File: src/hw/led_defines.svh
`ifndef LED_DEFINES_SVH
`define LED_DEFINES_SVH

// register byte offsets
`define LED_OFF_CTRL      4'h0
`define LED_OFF_COLOUR    4'h4
`define LED_OFF_STATUS    4'h8

// control word fields
`define LED_INV_LSB       0
`define LED_MASK_LSB      8
`define LED_LATCH_BIT     16
`define LED_ACKSEL_LSB    20

// colour word fields
`define LED_ACT_LSB       0
`define LED_INACT_LSB     4

// reset values: input 0 assigned, active red, inactive off
`define LED_CTRL_RST      32'h0000_0100
`define LED_COLOUR_RST    32'h0000_0002

// axi responses
`define LED_RESP_OKAY     2'h0
`define LED_RESP_SLVERR   2'h2

// blink timing
`define LED_CLK_MHZ       200
`define LED_BLINK_HALF_MS 250
`define LED_BLINK_HALF_CYC (`LED_BLINK_HALF_MS * 1000 * `LED_CLK_MHZ)

`endif

File: src/hw/led_pkg.sv
package led_pkg;

  typedef enum logic [2:0] {
    COL_OFF,
    COL_GREEN,
    COL_RED,
    COL_RED_FLASH,
    COL_GREEN_FLASH
  } colour_t;

  typedef struct packed {
    logic green;
    logic red;
  } led_pair_t;

  typedef struct packed {
    logic [4:0] inv;
    logic [4:0] mask;
    logic       latch_en;
    logic [1:0] ack_sel;
    colour_t    act;
    colour_t    inact;
  } cfg_t;

endpackage : led_pkg

File: src/hw/blink_divider.sv
`timescale 1ns/1ps
module blink_divider #(
  parameter int unsigned HALF = 50000000
) (
  input  wire logic clock,
  input  wire logic rstn,
  output logic      blink_q
);
  localparam int unsigned W = (HALF > 1) ? $clog2(HALF) : 1;
  localparam logic [W-1:0] LAST = W'(HALF - 1);

  logic [W-1:0] cnt_q;

  always_ff @(posedge clock or negedge rstn) begin
    if (!rstn) begin
      cnt_q   <= '0;
      blink_q <= 1'b0;
    end else if (cnt_q == LAST) begin
      cnt_q   <= '0;
      blink_q <= ~blink_q;
    end else begin
      cnt_q <= cnt_q + W'(1);
    end
  end
endmodule : blink_divider

File: src/hw/led_indicator_logic.sv
// Notes on behaviour
// - each input has its own inversion, default off
// - combined true shows the active colour
// - combined false shows inactive colour, default off
// - latch option holds the active state after pickup
// - ack clears hold only once inputs gone
// - ack has effect only with latching enabled
`timescale 1ns/1ps
`include "led_defines.svh"
module led_indicator_logic #(
  parameter int unsigned BLINK_HALF_CYCLES = `LED_BLINK_HALF_CYC,
  parameter int unsigned ADDR_W            = 4
) (
  input  wire logic              clock,
  input  wire logic              rstn,
  input  wire logic [4:0]        status_in,
  input  wire logic [3:0]        ack_in,
  output led_pkg::led_pair_t     led_q,
  input  wire logic [ADDR_W-1:0] awaddr,
  input  wire logic              awvalid,
  output logic                   awready,
  input  wire logic [31:0]       wdata,
  input  wire logic [3:0]        wstrb,
  input  wire logic              wvalid,
  output logic                   wready,
  output logic [1:0]             bresp,
  output logic                   bvalid,
  input  wire logic              bready,
  input  wire logic [ADDR_W-1:0] araddr,
  input  wire logic              arvalid,
  output logic                   arready,
  output logic [31:0]            rdata,
  output logic [1:0]             rresp,
  output logic                   rvalid,
  input  wire logic              rready
);
  import led_pkg::*;

  localparam logic [ADDR_W-1:0] A_CTRL   = ADDR_W'(`LED_OFF_CTRL);
  localparam logic [ADDR_W-1:0] A_COLOUR = ADDR_W'(`LED_OFF_COLOUR);
  localparam logic [ADDR_W-1:0] A_STATUS = ADDR_W'(`LED_OFF_STATUS);

  function automatic cfg_t to_cfg(logic [31:0] ctrl, logic [31:0] col);
    cfg_t c;
    c.inv      = ctrl[`LED_INV_LSB +: 5];
    c.mask     = ctrl[`LED_MASK_LSB +: 5];
    c.latch_en = ctrl[`LED_LATCH_BIT];
    c.ack_sel  = ctrl[`LED_ACKSEL_LSB +: 2];
    c.act      = colour_t'(col[`LED_ACT_LSB +: 3]);
    c.inact    = colour_t'(col[`LED_INACT_LSB +: 3]);
    return c;
  endfunction : to_cfg

  function automatic logic [31:0] ctrl_word(cfg_t c);
    logic [31:0] w;
    w = '0;
    w[`LED_INV_LSB +: 5]    = c.inv;
    w[`LED_MASK_LSB +: 5]   = c.mask;
    w[`LED_LATCH_BIT]       = c.latch_en;
    w[`LED_ACKSEL_LSB +: 2] = c.ack_sel;
    return w;
  endfunction : ctrl_word

  function automatic logic [31:0] colour_word(cfg_t c);
    logic [31:0] w;
    w = '0;
    w[`LED_ACT_LSB +: 3]   = c.act;
    w[`LED_INACT_LSB +: 3] = c.inact;
    return w;
  endfunction : colour_word

  function automatic logic [31:0] merge(logic [31:0] o, logic [31:0] n, logic [3:0] s);
    logic [31:0] r;
    r = o;
    for (int i = 0; i < 4; i++) begin
      if (s[i]) begin
        r[8*i +: 8] = n[8*i +: 8];
      end
    end
    return r;
  endfunction : merge

  function automatic logic is_mapped(logic [ADDR_W-1:0] a);
    return (a == A_CTRL) || (a == A_COLOUR) || (a == A_STATUS);
  endfunction : is_mapped

  // codes 5..7 fall to dark rather than a guessed colour
  function automatic led_pair_t drive(colour_t c, logic blink);
    led_pair_t p;
    p = '0;
    case (c)
      COL_GREEN:       p.green = 1'b1;
      COL_RED:         p.red   = 1'b1;
      COL_RED_FLASH:   p.red   = blink;
      COL_GREEN_FLASH: p.green = blink;
      default:         p       = '0;
    endcase
    return p;
  endfunction : drive

  localparam cfg_t CFG_RST = to_cfg(`LED_CTRL_RST, `LED_COLOUR_RST);

  cfg_t              cfg_q;
  logic              held_q;
  logic              blink;
  logic [4:0]        shaped;
  logic              combined;
  logic              ack;
  logic              active;
  logic              aw_full_q;
  logic              w_full_q;
  logic [ADDR_W-1:0] waddr_q;
  logic [31:0]       wdata_q;
  logic [3:0]        wstrb_q;
  logic              do_write;
  logic [31:0]       status_word;

  blink_divider #(
    .HALF (BLINK_HALF_CYCLES)
  ) u_blink (
    .clock   (clock),
    .rstn    (rstn),
    .blink_q (blink)
  );

  assign shaped   = (status_in ^ cfg_q.inv) & cfg_q.mask;
  assign combined = |shaped;
  assign ack      = cfg_q.latch_en & ack_in[cfg_q.ack_sel];
  assign active   = combined | (held_q & cfg_q.latch_en);
  assign do_write = aw_full_q & w_full_q & ~bvalid;

  assign status_word = {21'h0, shaped, 1'b0, led_q, active, held_q, combined};

  always_ff @(posedge clock or negedge rstn) begin
    if (!rstn) begin
      held_q <= 1'b0;
    end else if (!cfg_q.latch_en) begin
      held_q <= 1'b0;
    end else if (combined) begin
      held_q <= 1'b1;
    end else if (ack) begin
      held_q <= 1'b0;
    end
  end

  always_ff @(posedge clock or negedge rstn) begin
    if (!rstn) begin
      led_q <= '0;
    end else if (active) begin
      led_q <= drive(cfg_q.act, blink);
    end else begin
      led_q <= drive(cfg_q.inact, blink);
    end
  end

  always_ff @(posedge clock or negedge rstn) begin
    if (!rstn) begin
      cfg_q <= CFG_RST;
    end else if (do_write && waddr_q == A_CTRL) begin
      cfg_q <= to_cfg(merge(ctrl_word(cfg_q), wdata_q, wstrb_q), colour_word(cfg_q));
    end else if (do_write && waddr_q == A_COLOUR) begin
      cfg_q <= to_cfg(ctrl_word(cfg_q), merge(colour_word(cfg_q), wdata_q, wstrb_q));
    end
  end

  // address and data are taken in either order, then held until the response
  always_ff @(posedge clock or negedge rstn) begin
    if (!rstn) begin
      awready   <= 1'b1;
      aw_full_q <= 1'b0;
      waddr_q   <= '0;
    end else if (awvalid && awready) begin
      awready   <= 1'b0;
      aw_full_q <= 1'b1;
      waddr_q   <= awaddr;
    end else if (do_write) begin
      aw_full_q <= 1'b0;
    end else if (bvalid && bready) begin
      awready <= 1'b1;
    end
  end

  always_ff @(posedge clock or negedge rstn) begin
    if (!rstn) begin
      wready   <= 1'b1;
      w_full_q <= 1'b0;
      wdata_q  <= '0;
      wstrb_q  <= '0;
    end else if (wvalid && wready) begin
      wready   <= 1'b0;
      w_full_q <= 1'b1;
      wdata_q  <= wdata;
      wstrb_q  <= wstrb;
    end else if (do_write) begin
      w_full_q <= 1'b0;
    end else if (bvalid && bready) begin
      wready <= 1'b1;
    end
  end

  always_ff @(posedge clock or negedge rstn) begin
    if (!rstn) begin
      bvalid <= 1'b0;
      bresp  <= `LED_RESP_OKAY;
    end else if (do_write) begin
      bvalid <= 1'b1;
      bresp  <= is_mapped(waddr_q) ? `LED_RESP_OKAY : `LED_RESP_SLVERR;
    end else if (bready) begin
      bvalid <= 1'b0;
    end
  end

  always_ff @(posedge clock or negedge rstn) begin
    if (!rstn) begin
      arready <= 1'b1;
      rvalid  <= 1'b0;
      rdata   <= '0;
      rresp   <= `LED_RESP_OKAY;
    end else if (arvalid && arready) begin
      arready <= 1'b0;
      rvalid  <= 1'b1;
      rresp   <= is_mapped(araddr) ? `LED_RESP_OKAY : `LED_RESP_SLVERR;
      case (araddr)
        A_CTRL:   rdata <= ctrl_word(cfg_q);
        A_COLOUR: rdata <= colour_word(cfg_q);
        A_STATUS: rdata <= status_word;
        default:  rdata <= '0;
      endcase
    end else if (rvalid && rready) begin
      rvalid  <= 1'b0;
      arready <= 1'b1;
    end
  end
endmodule : led_indicator_logic

File: config.mk
export PLATFORM = sky130hd
export DESIGN_NAME = led_indicator_logic
export DESIGN_NICKNAME = d
export VERILOG_FILES = /design/src/hw/led_pkg.sv /design/src/hw/blink_divider.sv /design/src/hw/led_indicator_logic.sv
export VERILOG_INCLUDE_DIRS = /design/src /design/src/hw
export SDC_FILE = /design/constraint.sdc
export NUM_CORES = 1
export LEC_CHECK = 0
export BUFFER_PORTS_ARGS = -buffer_cell sky130_fd_sc_hd__buf_2
export CORE_MARGIN = 4
export CORE_UTILIZATION = 40
export DETAILED_ROUTE_END_ITERATION = 6
export PLACE_DENSITY = 0.59
export SLEW_MARGIN = 20
export SYNTH_ARGS = -nofsm -noshare
export SYNTH_HDL_FRONTEND = slang
export SYNTH_SLANG_ARGS = --single-unit
File: constraint.sdc
create_clock -name clock -period 2.5 [get_ports clock]
set_input_delay 0 -clock clock [delete_from_list [all_inputs] [get_ports clock]]
set_output_delay 0 -clock clock [all_outputs]
set_load 0.005 [all_outputs]
==> results_dict.tcl, run 1 <==
set metrics [dict create \
    via_count 3180 \
    die_area_um2 12720 \
    synthCells 386 \
    r2r.worst_path.cells 6 \
    setup_tns_ns 0 \
    p_leak_nw 2.498 \
    timing.final.crit_share_pct 82.29 \
    setup_ws_ns 0.4427 \
    place_area_um2 4825 \
    critPathMaxStageDelay_ns 0.46 \
    maxSlewHeadroom_pct 41.52 \
    totalWireLength_um 9188 \
    ioPinCount 103 \
    layout-drive-gt1-share_pct 28.89 \
    critPathSlowestCell "dfrtp_1" \
    coreArea_um2 10510 \
    rrSetupSlack_ns 0.44 \
    crit_arrival_ns 2.35 \
    cts_buffers 9 \
    area_growth_pct 22.81 \
    hold_path.class "in -> async" \
    synth-seq-area-share_pct 54.83 \
    ys.flop_type "dfrtp_1" \
    rsz0062_at_grt "no" \
    nFillCells 973 \
    path_cells "ha_1 > nand4_1 > nor4_1 > buf_4 > or4b_1 > a21oi_1" \
    path_clk_slew_ns 0.10 \
    viasPerCell 5.040 \
    antenna_found_initial 0 \
    path_buf_inv 1 \
    synthesis.area_um2 4393 \
    grt_pass1_vias 3087 \
    cp.required_ns 2.79 \
    ant_nets 0 \
    grt_first_pass_wirelength_um 15190 \
    critical_path_class "reg -> reg" \
    yosysWarnings 0 \
    grt-ovfl-total 0 \
    ys_async_sr_fraction_pct 100.0 \
    synth_common_cells "91 x dfrtp_1, 46 x nand2_1, 42 x mux2_2" \
    clock_path_buffers 2 \
    clock.fmax_ghz 0.4861 \
    hold_viol_final 0 \
    cts-resized-gates 0 \
    nets 551 \
    synth_edf_count 0 \
    synthMostInstantiatedCell "dfrtp_1" \
    ys_types 53 \
    crit_cells 6 \
    maxCapViolations 0 \
    slew_violations 0 \
    critPathCaptureType "flip-flop" \
    ir_drop_v 0.0003928 \
    worst_slew_pin_slew_ns 0.8751 \
    cp-start-kind "flip-flop" \
    die_y_um 112.8 \
    core.rowCount 37 \
    synth-seq-cells 96 \
    fin_area_um2 5395 \
    post_cts_buffers 0 \
    clk_latency_ns 0.36 \
    cts_tree "built" \
    syn_avg_cell_area_um2 11.38 \
    period_minus_slack_ns 2.057 \
    drc 0 \
    hold_ws_ns 0.02721 \
    endpoint "u_blink.cnt_q[22]" \
    drt_first_iter_violations 129 \
    hpwl_um 6325 \
    status "finished, final reports clean" \
    crit_fanout 7 \
    yosys.area.top_type_share_pct 51.84 \
    cts.sinks 96 \
    portBuffers 66 \
    reg2reg_from "u_blink.cnt_q[0]" \
    gp_congestion 0.8073 \
    path_delay_family "simple AND/OR/NAND/NOR gates" \
    die_w_um 112.8 \
    synth_top_area_cell "dfrtp_1" \
    drtPass1Iterations 4 \
    n_antenna_cell 0 \
    cellPowerDensity_nw_per_um2 810.7 \
    setup_viol 0 \
    synth_area_leaders "dfrtp_1 52%, mux2_2 11%, nand2_1 3.9%, buf_4 3.1%, dfstp_2 3.0%" \
    grt_max_degree 80 \
    reg2reg_to "u_blink.cnt_q[22]" \
    clockRootBuffer "clkbuf_8" \
    startpoint "u_blink.cnt_q[0]" \
    skew_ns 0.01092 \
    htreeDepth 3 \
    wl_per_cell_um 14.56 \
    grt_usage_pct 14.77 \
    preCtsSetupSlack_ns 0.4311 \
    start_util_pct 41.80 \
]
==> kinds of logic after synthesis <==
logic type	synth area share, %
other	0.08536
and+or+nand+nor	14.90
muxes	12.87
adders and majority gates	0.2848
AOI/OAI and AO/OA	7.491
xor gates and xnor gates	4.386
DFF	54.83
buffers and inverters	5.155
==> repair_timing <==
| item | CTS | global route |
|---|---|---|
| hold buffers | 34 | 0 |
| hold endpoints to repair | 121 | 0 |
| endpoints found under the setup margin | 0 | 0 |
==> stage by stage <==
stage	util [%]	cells	power (mW)
after global routing	51.34	631	4.640
after CTS	51.34	631	4.409
after detailed placement	45.91	581	3.201
after floorplan	-	403	2.881
final	51.34	631	4.374
after global placement	45.91	581	3.165
==> sequential cells by signal, indices dropped and copies added, names as in the netlist, 2 cells and up <==
signal and count:
cfg_q 19, u_blink.cnt_q 26, wdata_q 15, waddr_q 4, led_q 2, wstrb_q 3, rdata 16
==> cell type report <==
| cell class | instances | area [um2] | area share [%] |
|---|---|---|---|
| clock buffers | 10 | 137.6 | 2.551 |
| clock inverters | 6 | 92.59 | 1.716 |
| inverters | 9 | 33.78 | 0.6262 |
| multi-input cells | 268 | 1822 | 33.77 |
| flip-flops and latches | 96 | 2409 | 44.64 |
| well taps | 136 | 170.2 | 3.154 |
| repair buffers | 106 | 730.7 | 13.54 |
==> layout by cell type (no fill, tap or decap), types with 12 or more instances in the layout <==
master / n
conb_1: 18
dlygate4sd3_1: 34
nor2_1: 12
dfrtp_1: 91
nand3_1: 14
buf_2: 65
o21ai_0: 24
mux2_2: 42
nand2_1: 46
==> where the power goes <==
part           total, mW  internal, mW  switching, mW  leakage (nW)
logic              0.933         0.552          0.381          1.14
registers           2.29          1.98          0.315          1.25
clock network       1.15         0.594          0.556         0.109
total               4.37          3.12           1.25          2.50
==> how the worst min path moves through the flow <==
stage	to	slack, ns	depth (start not counted)	startpoint
final	rresp[1]	0.03	2	rstn
after global placement	rresp[1]	-0.11	1	rstn
after floorplan	aw_full_q	-0.30	0	rstn
after CTS	rresp[1]	0.03	2	rstn
after detailed placement	rresp[1]	-0.11	1	rstn
after global routing	rresp[1]	0.02	2	rstn
==> routing by layer <==
layer  GRT usage [%]  wire length, um  up-vias
li1                -                -     1545
met4           3.125               78        0
met3           4.439              557        7
met1           19.70             4178     1541
met5               0                0        -
met2           23.97             4373       87
(Power assumes the default switching activity.)
==> run 2, diff against run 1 <==
- PLACE_DENSITY: 0.59 -> 0.62
- clock period: 2.5 -> 1.65 ns (I/O delays scaled with it)
==> run 2 against run 1 <==
Compared with the run above:
- the run now ends with negative setup slack left
- first-iteration DRC count is 7.0% higher
- register-to-register slack worse by 0.53 ns
- final cell count increased by 8.4%
- design area grew 8.5%
- clock skew shrank 0.0040 ns
- die area unchanged
- clock power grew 37%
- global-route usage is 0.99 points higher
- routed wire length rose by 7.7%
- utilization increased by 4.4 points
- critical endpoint is now u_blink.cnt_q[25]
- highest routed layer unchanged
==> results_dict.tcl, run 2 (synthesized netlist as in run 1, its figures left out) <==
set metrics [dict create \
    power_frac_clock_pct 23.6 \
    cp-start-kind "flip-flop" \
    maxCapViolations 0 \
    maxSlewHeadroom_pct 63.40 \
    cts_buffers 9 \
    grt-ovfl-total 0 \
    reg.largest.list "u_blink.cnt_q x26, cfg_q x19, rdata x16" \
    grt_first_pass_wirelength_um 16280 \
    instances_no_fill 684 \
    clockRootBuffer "clkbuf_8" \
    period_minus_slack_ns 1.738 \
    rrSetupSlack_ns -0.09 \
    r2r.worst_path.cells 4 \
    clock.fmax_ghz 0.5753 \
    nets 604 \
    rsz0062_at_grt "yes" \
    drtPass1Iterations 4 \
    power_frac_comb_pct 24.3 \
    p_leak_nw 2.808 \
    critical_path_class "reg -> reg" \
    setup_viol 5 \
    layout-drive-gt1-share_pct 37.59 \
    post-route-util_pct 55.72 \
    die_w_um 112.8 \
    grt_max_degree 31 \
    ant_nets 0 \
    layout_common_cells "91 x dfrtp_1, 65 x buf_2, 58 x buf_4" \
    path_buf_inv 0 \
    start_util_pct 41.80 \
    area_growth_pct 33.30 \
    path_delay_family "simple AND/OR/NAND/NOR gates" \
    die_y_um 112.8 \
    preCtsSetupSlack_ns -0.08973 \
    hpwl_um 7128 \
    intPower_mw 4.686 \
    largest-register "u_blink.cnt_q" \
    gp_congestion 0.8416 \
    status "finished with violations" \
    dp.cells 623 \
    via_count 3373 \
    hold_path.class "in -> async" \
    n_antenna_cell 0 \
    path_cells "nand4_1 > or4_4 > or4_1 > a21oi_1" \
    seqPwrFrac_pct 52.1 \
    htreeDepth 3 \
    path_clk_slew_ns 0.10 \
    slew_violations 0 \
    clock_path_buffers 2 \
    crit_cells 4 \
    drc 0 \
    crit_fanout 10 \
    critPathSlowestCell "or4_4" \
    worst_slew_pin_slew_ns 0.5479 \
    cp.required_ns 1.94 \
    drt_first_iter_violations 138 \
    setup_tns_ns -0.2688 \
    layout_commonest_cell "dfrtp_1" \
    crit_arrival_ns 2.03 \
    core.rowCount 37 \
    die_area_um2 12720 \
    viasPerCell 4.931 \
    cts_tree "built" \
    hold_viol_final 0 \
    hold_ws_ns 0.08249 \
    p_switching_mw 2.013 \
    fin_area_um2 5856 \
    coreArea_um2 10510 \
    place_area_um2 5146 \
    skew_ns 0.006965 \
    totalWireLength_um 9894 \
    ir_drop_v 0.0006440 \
    critPathCaptureType "flip-flop" \
    cellPowerDensity_nw_per_um2 1144 \
    grt_usage_pct 15.76 \
    finalPower_mw 6.699 \
    ioPinCount 103 \
    largest_register_ffs 26 \
    portBuffers 66 \
    timing.final.crit_share_pct 105.3 \
    clk_latency_ns 0.36 \
    cts.sinks 96 \
    netSwitchingFraction_pct 30.05 \
    setup_ws_ns -0.08821 \
    antenna_found_initial 0 \
    violations "negative setup slack" \
    grt_pass1_vias 3481 \
    critPathMaxStageDelay_ns 0.56 \
    wl_per_cell_um 14.46 \
]
-- run 2: cell type report --
class	count	area, um2
flip-flops and latches	96	2409
repair buffers	159	1131
clock buffers	9	123.9
fillers	920	4653
multi-input cells	268	1908
well taps	136	170.2
inverters	9	33.78
clock inverters	7	80.08
-- run 2: path summary, 6_finish.rpt --
path,start,end
min,rstn,rresp[1]
min reg2reg,rdata[5],rdata[5]
min in group clock,status_in[0],rdata[6]
max,u_blink.cnt_q[9],u_blink.cnt_q[25]
max in group asynchronous,rstn,awready
max reg2reg,u_blink.cnt_q[9],u_blink.cnt_q[25]
-- run 2: what timing repair did --
| item | in CTS | in global routing |
|---|---|---|
| cloned | 0 | 0 |
| resized for setup | 5 | 11 |
| pin swaps | 0 | 5 |
| endpoints found under the hold margin | 122 | 0 |
| hold buffers | 35 | 0 |
| setup buffers | 4 | 6 |
| endpoints found under the setup margin | 22 | 35 |
-- run 2: layer usage --
| metal | GRT usage (%) | vias up | share of wire (%) | routed length [um] |
|---|---|---|---|---|
| li1 | - | 1645 | - | - |
| met1 | 19.82 | 1633 | 44 | 4385 |
| met2 | 26.54 | 81 | 49 | 4897 |
| met3 | 4.385 | 14 | 4.7 | 463 |
| met4 | 4.728 | 0 | 1.5 | 148 |
| met5 | 0 | - | 0 | 0 |
-- run 2: power groups by stage --
stage	clock network, mW	logic, mW	registers, mW
6_report	1.58	1.63	3.49
3_3_place_gp	0	1.38	3.48
5_1_grt	1.73	1.80	3.59
2_1_floorplan	0	0.989	3.38
4_1_cts	1.62	1.54	3.47
3_5_place_dp	0	1.43	3.51
==> run 3, diff against run 2 <==
--- a/config.mk
+++ b/config.mk
@@ -13,2 +13,3 @@
 export PLACE_DENSITY = 0.62
+export SETUP_SLACK_MARGIN = 0.02
 export SLEW_MARGIN = 20
--- a/constraint.sdc
+++ b/constraint.sdc
@@ -3,2 +3,2 @@
 set_output_delay 0 -clock clock [all_outputs]
-set_load 0.005 [all_outputs]
+set_load 0.05 [all_outputs]
==> run 3 against run 2 <==
Compared with the run above:
- sequential power about the same
- clock skew up 0.0057 ns
- highest routed layer unchanged
- clock-buffer cell count up 1
- the flow still finishes with violations (negative setup slack)
- critical path type unchanged
- critical path depth up 1
- non-clock buffer count down 2
- sequential cell count unchanged
- fmax down 1.9%
- die area unchanged
- hold slack better by 0.036 ns
- utilization up 1.1 points
==> results_dict.tcl, run 3 (synthesized netlist as in run 1, its figures left out) <==
set metrics [dict create \
    grt_first_pass_wirelength_um 16640 \
    ioPinCount 103 \
    via_count 3416 \
    drtPass1Iterations 4 \
    cts_tree "built" \
    skew_ns 0.01264 \
    wl_per_cell_um 14.79 \
    nFillCells 881 \
    grt_pass1_vias 3502 \
    critPathCaptureType "flip-flop" \
    whs_path_depth 4 \
    path_delay_family "simple AND/OR/NAND/NOR gates" \
    cts_buffers 9 \
    r2r.worst_path.cells 5 \
    crit_fanout 9 \
    ant_nets 0 \
    worst_slew_pin_slew_ns 0.5547 \
    start_util_pct 41.80 \
    clock_path_buffers 2 \
    die_y_um 112.8 \
    hold_viol_final 0 \
    setup_viol 16 \
    viasPerCell 5.009 \
    drc 0 \
    cts.sinks 96 \
    ff_latch_area_um2 2414 \
    post-route-util_pct 56.85 \
    area_growth_pct 36.00 \
    layout-drive-gt1-share_pct 41.03 \
    layout_commonest_cell "dfrtp_1" \
    cellPowerDensity_nw_per_um2 1172 \
    path_buf_inv 1 \
    violations "negative setup slack" \
    coreArea_um2 10510 \
    layout_common_cells "87 x dfrtp_1, 65 x buf_2, 47 x buf_4" \
    ir_drop_v 0.0006673 \
    portBuffers 66 \
    grt-ovfl-total 0 \
    die_w_um 112.8 \
    cp-start-kind "flip-flop" \
    largest_register_ffs 26 \
    hpwl_um 7113 \
    setup_ws_ns -0.1215 \
    reg.largest.list "u_blink.cnt_q x26, cfg_q x19, rdata x16" \
    totalWireLength_um 10090 \
    maxCapViolations 0 \
    clock.fmax_ghz 0.5645 \
    cp.required_ns 1.95 \
    status "finished with violations" \
    multi_input_area_um2 2021 \
    path_clk_slew_ns 0.10 \
    hold_path.class "in -> reg" \
    rsz0062_at_grt "yes" \
    p_leak_nw 2.794 \
    drt_first_iter_violations 197 \
    htreeDepth 3 \
    core.rowCount 37 \
    grt_usage_pct 16.10 \
    period_minus_slack_ns 1.771 \
    gp_congestion 0.7950 \
    maxSlewHeadroom_pct 62.94 \
    crit_arrival_ns 2.07 \
    setup_tns_ns -0.6571 \
    slew_violations 0 \
    nets 602 \
    critPathSlowestCell "or4_4" \
    critPathMaxStageDelay_ns 0.55 \
    n_antenna_cell 0 \
    largest-register "u_blink.cnt_q" \
    timing.final.crit_share_pct 107.4 \
    crit_cells 5 \
    antenna_found_initial 0 \
    die_area_um2 12720 \
    clockRootBuffer "clkbuf_8" \
    clk_latency_ns 0.37 \
    grt_max_degree 97 \
    path_cells "nand4_1 > or4_4 > buf_4 > or3_1 > a21oi_1" \
    critical_path_class "reg -> reg" \
]
run 3: area by class of cell:
class	count	share of cell area [%]
Clock buffer	10	2.136
Clock inverter	6	0.6911
Inverter	9	0.5654
Multi-Input combinational cell	268	33.82
Sequential cell	96	40.40
Tap cell	136	2.848
Timing Repair Buffer	157	19.54
run 3: power breakdown:
| group | leakage [nW] | switching [mW] | internal (mW) | total [mW] |
|---|---|---|---|---|
| combinational | 1.46 | 1.10 | 0.995 | 2.09 |
| sequential | 1.25 | 0.506 | 3.00 | 3.50 |
| clock | 0.0908 | 0.849 | 0.555 | 1.40 |
| total | 2.79 | 2.45 | 4.55 | 7.00 |
run 3: worst min-delay path: stages:
cell and delay [ns]:
buf_2 0.10, xor2_1 0.09, a31oi_1 0.18, o21ai_0 0.08
run 3: path summary, 6_finish.rpt:
check / to / start / slack (ns)
worst min register to register: rdata[6] / rdata[6] / 0.49
min in group asynchronous: rresp[1] / rstn / 0.22
worst min-delay path: rdata[6] / status_in[0] / 0.12
max in group asynchronous: u_blink.cnt_q[0] / rstn / 1.02
worst max register to register: u_blink.cnt_q[21] / u_blink.cnt_q[9] / -0.12
worst max-delay path: u_blink.cnt_q[21] / u_blink.cnt_q[9] / -0.12
run 3: through the flow:
| step | hold WS, ns | total power [mW] | setup slack [ns] | cells | instance area [um2] |
|---|---|---|---|---|---|
| CTS | 0.09778 | 6.951 | -0.08060 | 675 | 5772 |
| global route | 0.1158 | 7.390 | -0.1769 | 682 | 5974 |
| global placement | 0.09208 | 5.318 | -0.04420 | 622 | 5185 |
| floorplan | -0.2956 | 4.812 | -0.09798 | 403 | 4512 |
| detailed placement | 0.09773 | 5.420 | -0.1002 | 622 | 5185 |
| finish | 0.1181 | 7.000 | -0.1215 | 682 | 5974 |
run 3: what timing repair did:
item / CTS / global route
hold endpoints to repair: 121 / 0
pin swaps: 4 / 7
buffers inserted: 2 / 7
endpoints found under the setup margin: 38 / 39
hold buffers: 35 / 0
resized for setup: 11 / 39
run 3: per-layer routing:
metal	wire length (um)	up-vias	track usage, %
met2	4856	99	25.87
met5	0	-	0
met3	614	11	4.225
met1	4466	1662	21.30
li1	-	1644	-
met4	152	0	5.288
